--- src/lsm_pkg.sv ---
// package: opcodes, shift kinds, carriers and constants for the logic/shift/move datapath
// How it works
// - and, exclusive-or and or combine first source with second operand bit by bit.
// - bit clear ands first source with complement of second operand.
// - or-not ors first source with complement of second operand.
// - with flag update, logic ops, copy (except wide immediate) and copy-inverted set n,z; carry from shifter or immediate; v kept.
// - register shift amounts use only the low byte, 0 to 255.
// - immediate amounts: asr/lsr 1-32, lsl 0-31, ror 1-31.
// - rotate-extend shifts right by one with carry entering bit 31.
// - shifts write only the destination; shifted source stays unmodified.
// - with flag update shifts set n,z and carry to last bit out; amount 0 keeps carry, except rotate-extend.
// - leading zero count gives 32 for zero, 0 when bit 31 set; flags kept.
// - compare subtracts, discards difference, updates n,z,c,v.
// - compare-negative adds, discards sum, updates n,z,c,v.
// - copy writes second operand; wide immediate 0-65535 is zero-extended.
// - copy with register-shifted register acts like the shift operation, except that a pc destination branches and pc or sp raise illegal use.
// - copy-inverted writes the complement of the second operand.
// - copy to program counter clears bit 0 and branches there.
// - load-upper writes immediate to bits 31:16, keeps bits 15:0 and flags.
package lsm_pkg;
    localparam int unsigned DATA_W      = 32;
    localparam int unsigned WIDE_IMMEDIATE_W     = 16;
    localparam int unsigned AMOUNT_W    = 8;
    localparam int unsigned IMM_AMT_W   = 6;
    localparam int unsigned REG_IDX_W   = 4;
    localparam logic [3:0]  PC_INDEX    = 4'hF;
    localparam logic [3:0]  SP_INDEX    = 4'hD;
    localparam logic [31:0] RESULT_RST  = 32'h0000_0000;
    localparam logic [5:0]  MAX_SHIFT   = 6'h20;
    localparam logic [5:0]  CLZ_ALLZERO = 6'h20;
    localparam int unsigned OP_LATENCY  = 1;

    typedef enum logic [4:0] {
        conj_op,
        bitwise_disj_op,
        exclusive_disj_op,
        bit_clear_op,
        disj_not_op,
        arith_shift_right_op,
        logic_shift_left_op,
        logic_shift_right_op,
        rotate_right_op,
        rotate_extend_op,
        leading_zero_count_op,
        compare_sub_op,
        compare_add_op,
        copy_op,
        copy_inverted_op,
        load_upper_half_op
    } opcode_t;

    typedef enum logic [2:0] {
        shift_lsl,
        shift_lsr,
        shift_asr,
        shift_ror,
        shift_rrx
    } shift_kind_t;

    typedef struct packed {
        logic n;
        logic z;
        logic c;
        logic v;
    } flags_t;

    // flexible second operand as delivered by the decoder
    typedef struct packed {
        logic                  is_imm;
        logic [31:0]           imm_value;
        logic                  imm_carry_valid;
        logic                  imm_carry;
        shift_kind_t           kind;
        logic                  by_reg;
        logic [IMM_AMT_W-1:0]  imm_amount;
    } flexible_second_operand_t;

    typedef struct packed {
        logic                  valid;
        opcode_t               op;
        logic                  set_flags;
        logic                  wide_imm;
        logic [WIDE_IMMEDIATE_W-1:0]    wide_immediate;
        logic [REG_IDX_W-1:0]  dest_idx;
        flexible_second_operand_t             op2;
    } request_t;

    typedef struct packed {
        logic                  valid;
        logic                  write_en;
        logic [REG_IDX_W-1:0]  dest_idx;
        logic [31:0]           value;
        logic                  branch;
        logic [31:0]           branch_target;
    } result_t;

    typedef struct packed {
        logic        illegal;
        logic [31:0] result_value;
        logic        shift_carry;
    } dp_pipe_t;
endpackage

--- src/lsm_shifter.sv ---
// barrel shifter: all shift kinds with carry-out of the last bit shifted
module lsm_shifter #(
    parameter int unsigned WIDTH = 32
) (
    // operand
    input  wire logic [WIDTH-1:0]          value,
    input  wire lsm_pkg::shift_kind_t      kind,
    input  wire logic [7:0]                amount,
    input  wire logic                      carry_in,
    // result
    output logic [WIDTH-1:0]               shifted,
    output logic                           carry_out
);
    if (WIDTH != 32) begin : g_width_check
        $error("lsm_shifter supports only 32-bit width");
    end

    logic [2*WIDTH:0]   wide;
    logic [4:0]         rot;

    always_comb begin
        wide      = '0;
        rot       = amount[4:0];
        shifted   = value;
        carry_out = carry_in;
        // amount 0 passes value and keeps carry, except rrx, which always shifts by one
        unique case (kind)
            lsm_pkg::shift_lsl: begin
                if (amount == 8'h00) begin
                    shifted   = value;
                end else if (amount < 8'h20) begin
                    wide      = {{(WIDTH+1){1'b0}}, value} << amount;
                    shifted   = wide[WIDTH-1:0];
                    carry_out = wide[WIDTH];
                end else if (amount == 8'h20) begin
                    shifted   = '0;
                    carry_out = value[0];
                end else begin
                    shifted   = '0;
                    carry_out = 1'b0;
                end
            end
            lsm_pkg::shift_lsr, lsm_pkg::shift_asr: begin
                if (amount == 8'h00) begin
                    shifted = value;
                end else if (amount <= 8'h20) begin
                    wide = {(kind == lsm_pkg::shift_asr) ? {WIDTH{value[WIDTH-1]}} : {WIDTH{1'b0}}, value, 1'b0}
                           >> amount;
                    shifted   = wide[WIDTH:1];
                    carry_out = wide[0];
                end else begin
                    shifted   = (kind == lsm_pkg::shift_asr) ? {WIDTH{value[WIDTH-1]}} : '0;
                    carry_out = (kind == lsm_pkg::shift_asr) ? value[WIDTH-1] : 1'b0;
                end
            end
            lsm_pkg::shift_ror: begin
                if (amount != 8'h00) begin
                    shifted   = (value >> rot) | (value << (6'(WIDTH) - {1'b0, rot}));
                    carry_out = shifted[WIDTH-1];
                end
            end
            lsm_pkg::shift_rrx: begin
                shifted   = {carry_in, value[WIDTH-1:1]};
                carry_out = value[0];
            end
            default: begin
                shifted   = value;
                carry_out = carry_in;
            end
        endcase
    end
endmodule

--- src/lsm_clz.sv ---
// leading zero counter
module lsm_clz #(
    parameter int unsigned WIDTH = 32
) (
    // operand
    input  wire logic [WIDTH-1:0]          value,
    // count
    output logic [$clog2(WIDTH+1)-1:0]     count
);
    if (WIDTH < 2) begin : g_width_check
        $error("lsm_clz needs at least two bits");
    end

    logic found;

    always_comb begin
        found = 1'b0;
        count = ($clog2(WIDTH+1))'(WIDTH);
        for (int i = WIDTH - 1; i >= 0; i--) begin
            if (!found && value[i]) begin
                found = 1'b1;
                count = ($clog2(WIDTH+1))'(WIDTH - 1 - i);
            end
        end
    end
endmodule

--- src/logic_shift_move_datapath.sv ---
// logic, shift, compare and move execution datapath with condition flags
module logic_shift_move_datapath (
    // clock and reset
    input  wire logic                clock,
    input  wire logic                rst_n,
    // request from the decoder
    input  wire lsm_pkg::request_t   req,
    input  wire logic [31:0]         first_src_reg,
    input  wire logic [31:0]         shifted_src_reg,
    input  wire logic [31:0]         shift_amount_reg,
    input  wire logic [31:0]         dest_old_value,
    // result to the register file
    output lsm_pkg::result_t         result,
    // condition flags
    output lsm_pkg::flags_t          flags,
    output logic                     illegal_use
);
    ////////////////////////////////////////////////////////////////////////////
    // state

    typedef struct packed {
        lsm_pkg::result_t res;
        lsm_pkg::flags_t  flg;
        logic             illegal;
    } state_t;

    state_t st;
    state_t next_st;

    ////////////////////////////////////////////////////////////////////////////
    // operand shifter

    logic [7:0]  shift_amount;
    logic [31:0] op2_value;
    logic        op2_carry;
    logic [31:0] shift_in;
    lsm_pkg::shift_kind_t shift_kind;
    logic [5:0]  clz_count;

    always_comb begin
        shift_kind = req.op2.kind;
        shift_in   = shifted_src_reg;
        if (req.op2.by_reg) begin
            shift_amount = shift_amount_reg[7:0];
        end else begin
            shift_amount = {2'b00, req.op2.imm_amount};
        end
        // standalone shift ops map onto the same shifter as copy forms
        unique case (req.op)
            lsm_pkg::arith_shift_right_op: shift_kind = lsm_pkg::shift_asr;
            lsm_pkg::logic_shift_left_op:  shift_kind = lsm_pkg::shift_lsl;
            lsm_pkg::logic_shift_right_op: shift_kind = lsm_pkg::shift_lsr;
            lsm_pkg::rotate_right_op:      shift_kind = lsm_pkg::shift_ror;
            lsm_pkg::rotate_extend_op:     shift_kind = lsm_pkg::shift_rrx;
            default:                       shift_kind = req.op2.kind;
        endcase
    end

    logic [31:0] shifter_out;
    logic        shifter_carry;

    lsm_shifter #(
        .WIDTH (lsm_pkg::DATA_W)
    ) u_shifter (
        .value     (shift_in),
        .kind      (shift_kind),
        .amount    (shift_amount),
        .carry_in  (st.flg.c),
        .shifted   (shifter_out),
        .carry_out (shifter_carry)
    );

    lsm_clz #(
        .WIDTH (lsm_pkg::DATA_W)
    ) u_clz (
        .value (shifted_src_reg),
        .count (clz_count)
    );

    always_comb begin
        if (req.op2.is_imm) begin
            op2_value = req.op2.imm_value;
            op2_carry = req.op2.imm_carry_valid ? req.op2.imm_carry : st.flg.c;
        end else begin
            op2_value = shifter_out;
            op2_carry = shifter_carry;
        end
    end

    ////////////////////////////////////////////////////////////////////////////
    // arithmetic for compares

    logic [32:0] sub_wide;
    logic [32:0] add_wide;
    logic        sub_ovf;
    logic        add_ovf;

    always_comb begin
        sub_wide = {1'b0, first_src_reg} + {1'b0, ~op2_value} + 33'h0_0000_0001;
        add_wide = {1'b0, first_src_reg} + {1'b0, op2_value};
        sub_ovf  = (first_src_reg[31] != op2_value[31]) && (sub_wide[31] != first_src_reg[31]);
        add_ovf  = (first_src_reg[31] == op2_value[31]) && (add_wide[31] != first_src_reg[31]);
    end

    ////////////////////////////////////////////////////////////////////////////
    // next state

    logic [31:0] value;
    logic        writes;
    logic        logic_flags;
    logic        special_reg;

    always_comb begin
        next_st           = st;
        next_st.res.valid = 1'b0;
        next_st.res.write_en = 1'b0;
        next_st.res.branch   = 1'b0;
        value       = lsm_pkg::RESULT_RST;
        writes      = 1'b1;
        logic_flags = 1'b0;
        special_reg = (req.dest_idx == lsm_pkg::PC_INDEX) || (req.dest_idx == lsm_pkg::SP_INDEX);
        unique case (req.op)
            lsm_pkg::conj_op: begin
                value       = first_src_reg & op2_value;
                logic_flags = 1'b1;
            end
            lsm_pkg::bitwise_disj_op: begin
                value       = first_src_reg | op2_value;
                logic_flags = 1'b1;
            end
            lsm_pkg::exclusive_disj_op: begin
                value       = first_src_reg ^ op2_value;
                logic_flags = 1'b1;
            end
            lsm_pkg::bit_clear_op: begin
                value       = first_src_reg & ~op2_value;
                logic_flags = 1'b1;
            end
            lsm_pkg::disj_not_op: begin
                value       = first_src_reg | ~op2_value;
                logic_flags = 1'b1;
            end
            lsm_pkg::arith_shift_right_op, lsm_pkg::logic_shift_left_op, lsm_pkg::logic_shift_right_op,
            lsm_pkg::rotate_right_op, lsm_pkg::rotate_extend_op: begin
                value       = shifter_out;
                logic_flags = 1'b1;
            end
            lsm_pkg::leading_zero_count_op: begin
                value = {26'h000_0000, clz_count};
            end
            lsm_pkg::compare_sub_op: begin
                writes = 1'b0;
            end
            lsm_pkg::compare_add_op: begin
                writes = 1'b0;
            end
            lsm_pkg::copy_op: begin
                if (req.wide_imm) begin
                    value = {16'h0000, req.wide_immediate};
                end else begin
                    value       = op2_value;
                    logic_flags = 1'b1;
                end
            end
            lsm_pkg::copy_inverted_op: begin
                value       = ~op2_value;
                logic_flags = 1'b1;
            end
            lsm_pkg::load_upper_half_op: begin
                value = {req.wide_immediate, dest_old_value[15:0]};
            end
            default: begin
                writes = 1'b0;
            end
        endcase

        if (req.valid) begin
            next_st.res.valid    = 1'b1;
            next_st.res.dest_idx = req.dest_idx;
            next_st.res.value    = value;
            next_st.illegal      = 1'b0;
            if (writes && req.op == lsm_pkg::copy_op && req.dest_idx == lsm_pkg::PC_INDEX) begin
                next_st.res.branch        = 1'b1;
                next_st.res.branch_target = {value[31:1], 1'b0};
                next_st.res.value         = {value[31:1], 1'b0};
            end else begin
                next_st.res.write_en = writes;
            end
            // flag the software misuse; the datapath still executes
            if (req.op == lsm_pkg::copy_op && special_reg && (req.set_flags || !(req.op2.is_imm == 1'b0
                && req.op2.kind == lsm_pkg::shift_lsl && !req.op2.by_reg && req.op2.imm_amount == 6'h00))) begin
                next_st.illegal = 1'b1;
            end
            if (req.op == lsm_pkg::load_upper_half_op && special_reg) begin
                next_st.illegal = 1'b1;
            end
            if (req.op == lsm_pkg::compare_sub_op) begin
                next_st.flg = '{n: sub_wide[31], z: (sub_wide[31:0] == 32'h0000_0000), c: sub_wide[32],
                                v: sub_ovf};
            end else if (req.op == lsm_pkg::compare_add_op) begin
                next_st.flg = '{n: add_wide[31], z: (add_wide[31:0] == 32'h0000_0000), c: add_wide[32],
                                v: add_ovf};
            end else if (logic_flags && req.set_flags) begin
                next_st.flg.n = value[31];
                next_st.flg.z = (value == 32'h0000_0000);
                next_st.flg.c = op2_carry;
            end
            // otherwise every flag holds its value
        end
    end

    ////////////////////////////////////////////////////////////////////////////
    // registers

    always_ff @(posedge clock or negedge rst_n) begin
        if (!rst_n) begin
            st <= '0;
        end else begin
            st <= next_st;
        end
    end

    assign result      = st.res;
    assign flags       = st.flg;
    assign illegal_use = st.illegal;
endmodule

--- config.mk ---
export PLATFORM = sky130hd
export DESIGN_NAME = logic_shift_move_datapath
export DESIGN_NICKNAME = d
export VERILOG_FILES = /design/src/lsm_pkg.sv /design/src/lsm_shifter.sv /design/src/lsm_clz.sv /design/src/logic_shift_move_datapath.sv
export SDC_FILE = /design/constraint.sdc
export NUM_CORES = 1
export LEC_CHECK = 0
export ABC_AREA = 0
export BUFFER_PORTS_ARGS = -buffer_cell sky130_fd_sc_hd__buf_4
export CAP_MARGIN = 5
export CORE_ASPECT_RATIO = 1.75
export CORE_MARGIN = 10
export CORE_UTILIZATION = 30
export CTS_CLUSTER_SIZE = 25
export DETAILED_ROUTE_END_ITERATION = 16
export PLACE_DENSITY = 0.6
export SYNTH_ARGS = -nofsm -noshare
export SYNTH_HDL_FRONTEND = slang
export SYNTH_HIERARCHICAL = 1
export SYNTH_SLANG_ARGS = --single-unit
--- constraint.sdc ---
create_clock -name clock -period 2.9 [get_ports clock]
set_clock_uncertainty 0.1 [all_clocks]
set_input_delay 0.145 -clock clock [delete_from_list [all_inputs] [get_ports clock]]
set_output_delay 0.145 -clock clock [all_outputs]
set_load 0.02 [all_outputs]
==> results of run 1 <==
## cells by family after synthesis
group	Yosys count	share of synthesized area
and+or+nand+nor	911	0.245
AOI/OAI and AO/OA	856	0.325
buffers and inverters	332	0.0835
muxes	225	0.176
DFF	75	0.106
adders and majority gates	66	0.0473
xor gates and xnor gates	33	0.0168
other	1	0.000213
## stage by stage
stage,util,hold slack [ps]
2_1_floorplan,-,-251
4_1_cts,0.563,3.54
3_5_place_dp,0.491,262
3_3_place_gp,0.491,237
## cells in the mapped netlist, types with 27 or more instances
master    count  area share
buf_2        57       0.016
ha_1         65       0.046
o31ai_1      31       0.013
nor3_1       53       0.015
mux2i_1     114       0.065
mux4_2       60       0.077
mux2_2       47       0.030
o21ai_0     176       0.050
a31oi_1      39       0.014
o211ai_1     46       0.020
o22ai_1      30       0.011
a21oi_1     208       0.059
xnor2_1      27       0.013
a211oi_1     37       0.016
clkbuf_1    143       0.030
nor2_1      301       0.064
nand3_1      48       0.014
inv_1        85       0.018
nand2_1     269       0.057
a221oi_1     36       0.018
nand4_1      32       0.011
and3_1       27      0.0096
dfrtp_1      75        0.11
nor4_1       34       0.012
## routing by layer
| metal | GRT overflow | track usage |
|---|---|---|
| met3 | 0 | 0.228 |
| met2 | 0 | 0.769 |
| met1 | 0 | 0.427 |
| met4 | 2 | 0.563 |
| met5 | 0 | 0.0264 |
## repair_timing
action | 4_1_cts
pin swaps | 121
endpoints found under the hold margin | 79
gates cloned | 8
buffers inserted | 124
resized for setup | 567
hold buffers | 5
endpoints found under the setup margin | 67
==> reports/metrics.cfg, run 1 <==
[synth]
async_flop_share = 1.00
synth_ff_type = dfrtp_1
synth_nets = 2768
syn_area_um2 = 17600
ys_seq_area_frac = 0.106
ys_ff_latch = 75
synth_edf_count = 0
yosysUniqueCellTypes = 115
yosysWarningCount = 6
synth_cells = 2499
synth_area_per_cell_um2 = 7.06

[die]
die_width_um = 203
num_rows = 117
start_util = 0.303
die_y_um = 341
io_pins = 279

[placement]
dp.cells = 4354
dp_slack_ps = -4090
place_area_um2 = 28600
gp_congestion = 1.21
port_buffers = 237
hpwlAfterDp_um = 129000

[clock_network]
cts_sinks = 75
cts-buffers-inserted = 9
h-tree-depth = 3
cts.path.max_buffers = 2
cts-root-buf = clkbuf_16

[grt]
grt_pass1_wl_um = 244000
gr-usage-all-layers = 0.489
grt_pass1_vias = 32300
overflow = 2
grt_max_degree = 76

[outcome]
tool.error = [ERROR GRT-0116] Global routing finished with congestion. Check the congestion regions in the DRC Viewer.
stop_stage = global routing (5_1_grt)
status = aborted with a tool error

==> run 2: changes to the inputs <==
Settings changed: CORE_ASPECT_RATIO 1.75 to unset, CORE_UTILIZATION 30 to 20, CTS_CLUSTER_SIZE 25 to unset, PLACE_DENSITY 0.6 to unset, PLACE_DENSITY_LB_ADDON set to 0.15.
Clock period 2.9 ns to 3.8 ns, I/O delays scaled along.
==> run 2 against run 1 <==
Compared with the run above: synthesized cell count unchanged; the flow now finishes, with violations (setup timing); area after synthesis unchanged.
==> reports/metrics.cfg, run 2 <==
[clock_network]
cts-buffers-inserted = 9
h-tree-depth = 3
worstSkewPairLatency_ps = 340
cts_tree = yes
cts_sinks = 75
clk_pin_slew_worst_paths_ps = 60
cts-root-buf = clkbuf_16
cts.path.max_buffers = 2

[worst_hold_path]
hold_end = flags[0]
min_from = first_src_reg[31]
whs_path_depth = 3
min_path_type = primary input to flop

[route]
vias = 27100
drc = 0
vias_per_cell = 5.57
drtIter0Drc = 2899
antenna_left = 0
wl_um = 150000
avgRoutedWirePerCell_um = 30.8
drt-pass1-iter-count = 6

[worst_setup_path]
end_kind = flop
critPathKind = primary input to flop
cp_max_fo = 6
r2r_start = flags[1]
crit_path_start_kind = primary input
crit_cells = 30
required_ps = 3950
path_buf_inv = 8
cpPeakStageDelay_ps = 500
r2r_cells = 15
regToRegEndpoint = flags[2]
crit_arrival_ps = 6270
cp_top_family = compound AO/OA/AOI/OAI gates
ff2ff_setup_slack_ps = 680
crit_slowest_cell = mux4_2

[timing]
holdWs_ps = 147
fin_ws_ps = -2320
maxSlewHeadroom = 0.186
period_needed_ps = 6120
drv_slew = 0
rsz0062_at_grt = yes
setup_viol = 67
hold_violations = 0
worst_pin_slew_ps = 1220
max_freq_mhz = 163
fin_crit_sh = 1.61

[layout]
fillers = 9085
nets = 3982
final_common_cell = buf_4
layout_common_cells = 1186 x buf_4, 265 x nor2_1, 248 x nand2_1
area_growth_pct = 95.5
fin_cells = 4877
drive_gt1_frac = 0.562
largest_reg_flops = 70
final_util = 0.395

[placement]
gp_congestion = 1.02
dp.cells = 4677
dp_slack_ps = -3840
port_buffers = 237
hpwlAfterDp_um = 125000

[synth]
post-synth-top-count-cell = nor2_1
synth_top_family_by_area = compound AO/OA/AOI/OAI gates
synth_adder_area_share = 0.0473
syn_area_um2 = 17600
synth-compound-area-share = 0.325
async_flop_share = 1.00
synth-simple-area-share = 0.245
yosysTopAreaCellShare = 0.106
synthTopCellsByArea = dfrtp_1 11%, mux4_2 7.7%, mux2i_1 6.5%
synth_ff_type = dfrtp_1
synth_nets = 2768
yosysWarningCount = 6
synth_cells = 2499
synth_xor_xnor_area_share = 0.0168
yosys.area.top_type = dfrtp_1
synth.mux.area_fraction = 0.176
synth_edf_count = 0
synthTopCellsByCount = 301 x nor2_1, 269 x nand2_1, 208 x a21oi_1
synth_area_per_cell_um2 = 7.06
ys_seq_area_frac = 0.106
ys_ff_latch = 75
yosysUniqueCellTypes = 115

[grt]
use_met2 = 0.409
antenna_found_initial = 7
grt_pass1_wl_um = 207000
grt_max_degree = 76
gr-usage-all-layers = 0.285
grt_use_met3 = 0.0620
met1_usage = 0.417
overflow = 0
grt.busiest_layer = met1
grt_pass1_vias = 26400

[die]
start_util = 0.202
num_rows = 108
die_width_um = 317
io_pins = 279
die_area_um2 = 100000
core-area_um2 = 87200
die_y_um = 317

[outcome]
violations = setup timing
status = finished with violations

[power_and_ir_drop]
power.leakage_nw = 14.7
vdd_drop_max_mv = 0.289
p_total_mw = 10.8
p_per_area_nw_per_um2 = 313

[run]
drv_cap = 0

==> run 2: cell counts after synthesis <==
Identical to the previous run, type by type.
==> run 2: tightest hold or removal path, cell delays in order <==
cell and delay, ps:
buf_4 150, xnor2_1 130, o31ai_1 70
==> run 2: power breakdown <==
part	total, mW	internal [mW]	switching [mW]
logic	8.91	4.20	4.72
registers	0.911	0.864	0.0475
clock network	0.973	0.642	0.330
==> run 2: final cells by class <==
class	count	area, um^2	share of cell area
Antenna cell	4	10.0	0.000290
Clock buffer	10	229	0.00664
Clock inverter	6	111	0.00323
Inverter	91	364	0.0106
Multi-Input combinational cell	2092	18100	0.526
Sequential cell	75	1880	0.0544
Tap cell	1155	1450	0.0419
Timing Repair Buffer	1444	12300	0.356
==> run 2: what timing repair did <==
action | 4_1_cts | 5_1_grt
pin swaps | 104 | 158
hold endpoints to repair | 81 | 0
setup endpoints to repair | 67 | 67
hold buffers | 8 | 0
setup buffers | 116 | 101
cloned | 3 | 0
resized for setup | 496 | 404
==> run 2: per-stage QoR <==
stage                     setup TNS (ps)  instance area [um^2]
after floorplan                   -26290                 18500
after global placement            -96210                 28400
after detailed placement          -96510                 28400
after CTS                         -39830                 32100
after global routing              -49550                 34500
final                             -44230                 34500
==> run 2: metal layers <==
| layer | part of all wire | wire (um) |
|---|---|---|
| met1 | 0.46 | 69600 |
| met5 | 0.000087 | 13 |
| met4 | 0.039 | 5810 |
| met2 | 0.40 | 60500 |
| met3 | 0.096 | 14400 |
==> run 2: logic make-up after synthesis <==
group	after synthesis
and+or+nand+nor	911
muxes	225
buffers and inverters	332
adders and majority gates	66
other	1
AOI/OAI and AO/OA	856
DFF	75
xor gates and xnor gates	33
==> run 2: how the worst max path moves through the flow <==
stage	startpoint	endpoint	slack, ps
2_1_floorplan	req[6]	flags[2]	-1790
3_3_place_gp	req[6]	flags[2]	-4060
3_5_place_dp	req[69]	flags[2]	-3840
4_1_cts	req[70]	flags[2]	-2230
5_1_grt	req[6]	flags[2]	-2370
6_report	req[6]	flags[2]	-2320
Note: power is estimated with default switching activity, not from simulation.
==> run 3: changes to the inputs <==
Settings changed: SETUP_SLACK_MARGIN set to 0.02.
Clock period 3.8 ns to 5.8 ns, I/O delays scaled along.
==> run 3 against run 2 <==
Compared with the run above: the flow still finishes with violations (setup timing); global-route usage decreased by 0.78 points; critical endpoint unchanged; first-iteration DRC count increased by 1.3%; via count decreased by 4.1%; sequential power decreased by 34%; sequential share of layout area increased by 0.71 points; clock power decreased by 36%; non-clock buffer count decreased by 194; hold slack got worse by 130 ps; register-to-register slack improved by 1600 ps; final cell count decreased by 4.0%; die area unchanged.
==> reports/metrics.cfg, run 3 (synthesized netlist as in run 2, its figures left out) <==
[worst_setup_path]
crit_slowest_cell = a2111o_1
crit_arrival_ps = 6160
critPathKind = primary input to flop
r2r_start = flags[1]
crit_path_start_kind = primary input
ff2ff_setup_slack_ps = 2300
cp_common_cell = buf_4
regToRegEndpoint = flags[2]
required_ps = 5970
r2r_cells = 18
path_cells = buf_6, mux2_2, buf_12, buf_4, nor2_1, buf_4, o22ai_1, a21oi_1, and3_1, a211oi_1, a2111o_1, mux2i_4, inv_1, ha_4, o311a_4, buf_4, or3_1, a21oi_2, xnor2_2, o21ai_1, nor4_2, nand4_1, o41a_1, o31ai_2
end_kind = flop
cpPeakStageDelay_ps = 510
cp_max_fo = 26

[route]
vias_per_cell = 5.56
antenna_left = 0
drtIter0Drc = 2936
vias = 26000
drc = 0
wl_um = 146000
avgRoutedWirePerCell_um = 31.1
drt-pass1-iter-count = 7

[power_and_ir_drop]
power.leakage_nw = 13.2
p_per_area_nw_per_um2 = 208
p_total_mw = 6.34
vdd_drop_max_mv = 0.240

[layout]
layout_common_cells = 1176 x buf_4, 287 x nor2_1, 257 x nand2_1
drive_gt1_frac = 0.483
nets = 3788
fillers = 9384
area_growth_pct = 73.0
multiInputGateArea_um2 = 16400
largest_reg_flops = 70
final_common_cell = buf_4
regArea_um2 = 1880

[timing]
fin_crit_sh = 1.03
period_needed_ps = 6000
holdWs_ps = 12.3
drv_slew = 0
fin_ws_ps = -196
tns_ps = -374
worst_pin_slew_ps = 1200
rsz0062_at_grt = yes
hold_violations = 0
max_freq_mhz = 167
setup_viol = 4
maxSlewHeadroom = 0.197

[grt]
grt_use_met3 = 0.0588
grt_max_degree = 76
overflow = 0
use_met2 = 0.412
antenna_found_initial = 11
met1_usage = 0.399
grt.busiest_layer = met2
grt_pass1_wl_um = 201000
grt_pass1_vias = 25400
gr-usage-all-layers = 0.277

[die]
core-area_um2 = 87200
start_util = 0.202
io_pins = 279
num_rows = 108
die_y_um = 317
die_area_um2 = 100000
die_width_um = 317

[clock_network]
postCtsHoldBufs = 0
cts_sinks = 75
cts-buffers-inserted = 9
h-tree-depth = 3
clk_pin_slew_worst_paths_ps = 70
cts.path.max_buffers = 2
worstSkewPairLatency_ps = 340
cts-root-buf = clkbuf_16
cts_tree = yes

[outcome]
status = finished with violations
violations = setup timing

[placement]
gp_congestion = 1.01
hpwlAfterDp_um = 122000
port_buffers = 237

[worst_hold_path]
min_path_type = primary input to async pin

[run]
drv_cap = 0

[run 3: changes by cell type in the layout (fill, tap and decap cells not counted), sizes merged]
cell	previous run	this run
buf	1436	1248
dlygate4sd3	8	0
bufbuf	0	2
clkinvlp	2	0
inv	88	90
bufinv	3	2
clkinv	4	5
diode	4	3
[run 3: cell type report]
type / instances / area share
sequential: 75 / 0.0615
inverter: 91 / 0.0115
clock inverter: 6 / 0.00312
clock buffer: 10 / 0.00784
antenna: 3 / 0.000246
tap: 1155 / 0.0474
multi-input combinational: 2092 / 0.537
timing repair buffer: 1250 / 0.332
[run 3: what timing repair did]
action,in CTS,in global routing
buffers inserted,32,20
endpoints found under the setup margin,4,4
cloned,3,0
pin swaps,58,58
gates resized for setup,265,137
hold endpoints to repair,0,0
[run 3: layer usage]
metal,part of all wire,vias up
met3,0.091,208
met5,0.00056,-
met4,0.034,12
met2,0.41,1406
li1,-,11500
met1,0.46,12900
[run 3: where the power goes]
part / switching (mW) / internal, mW
Clock: 0.233 / 0.393
Combinational: 2.82 / 2.30
Sequential: 0.0326 / 0.566
Total: 3.08 / 3.26
[run 3: per-stage QoR]
step,setup slack (ps),cell area (um^2),std cells,util
6_report,-196,30500,4682,0.350
5_1_grt,-288,30500,4679,0.350
4_1_cts,-80.4,29600,4659,0.340
3_5_place_dp,-1570,27600,4608,0.317
3_3_place_gp,-1550,27600,4608,0.317
2_1_floorplan,32.2,17800,2499,-
[run 3: worst max path at each step]
| stage | to | slack (ps) | start | depth (start not counted) |
|---|---|---|---|---|
| 4_1_cts | flags[2] | -80 | req[6] | 24 |
| 3_5_place_dp | flags[2] | -1570 | req[6] | 27 |
| 6_report | flags[2] | -200 | req[6] | 24 |
| 3_3_place_gp | flags[2] | -1550 | req[6] | 27 |
| 5_1_grt | flags[2] | -290 | req[6] | 24 |
| 2_1_floorplan | flags[2] | 30 | req[6] | 28 |
[run 3: worst max-delay path, delay by kind of cell]
family          cells  cell delay (ps)
buf+inv             6             1090
simple gates        5             1580
compound gates      9             2100
xor+xnor            1              160
fa+ha+maj           1              230
mux                 2              660
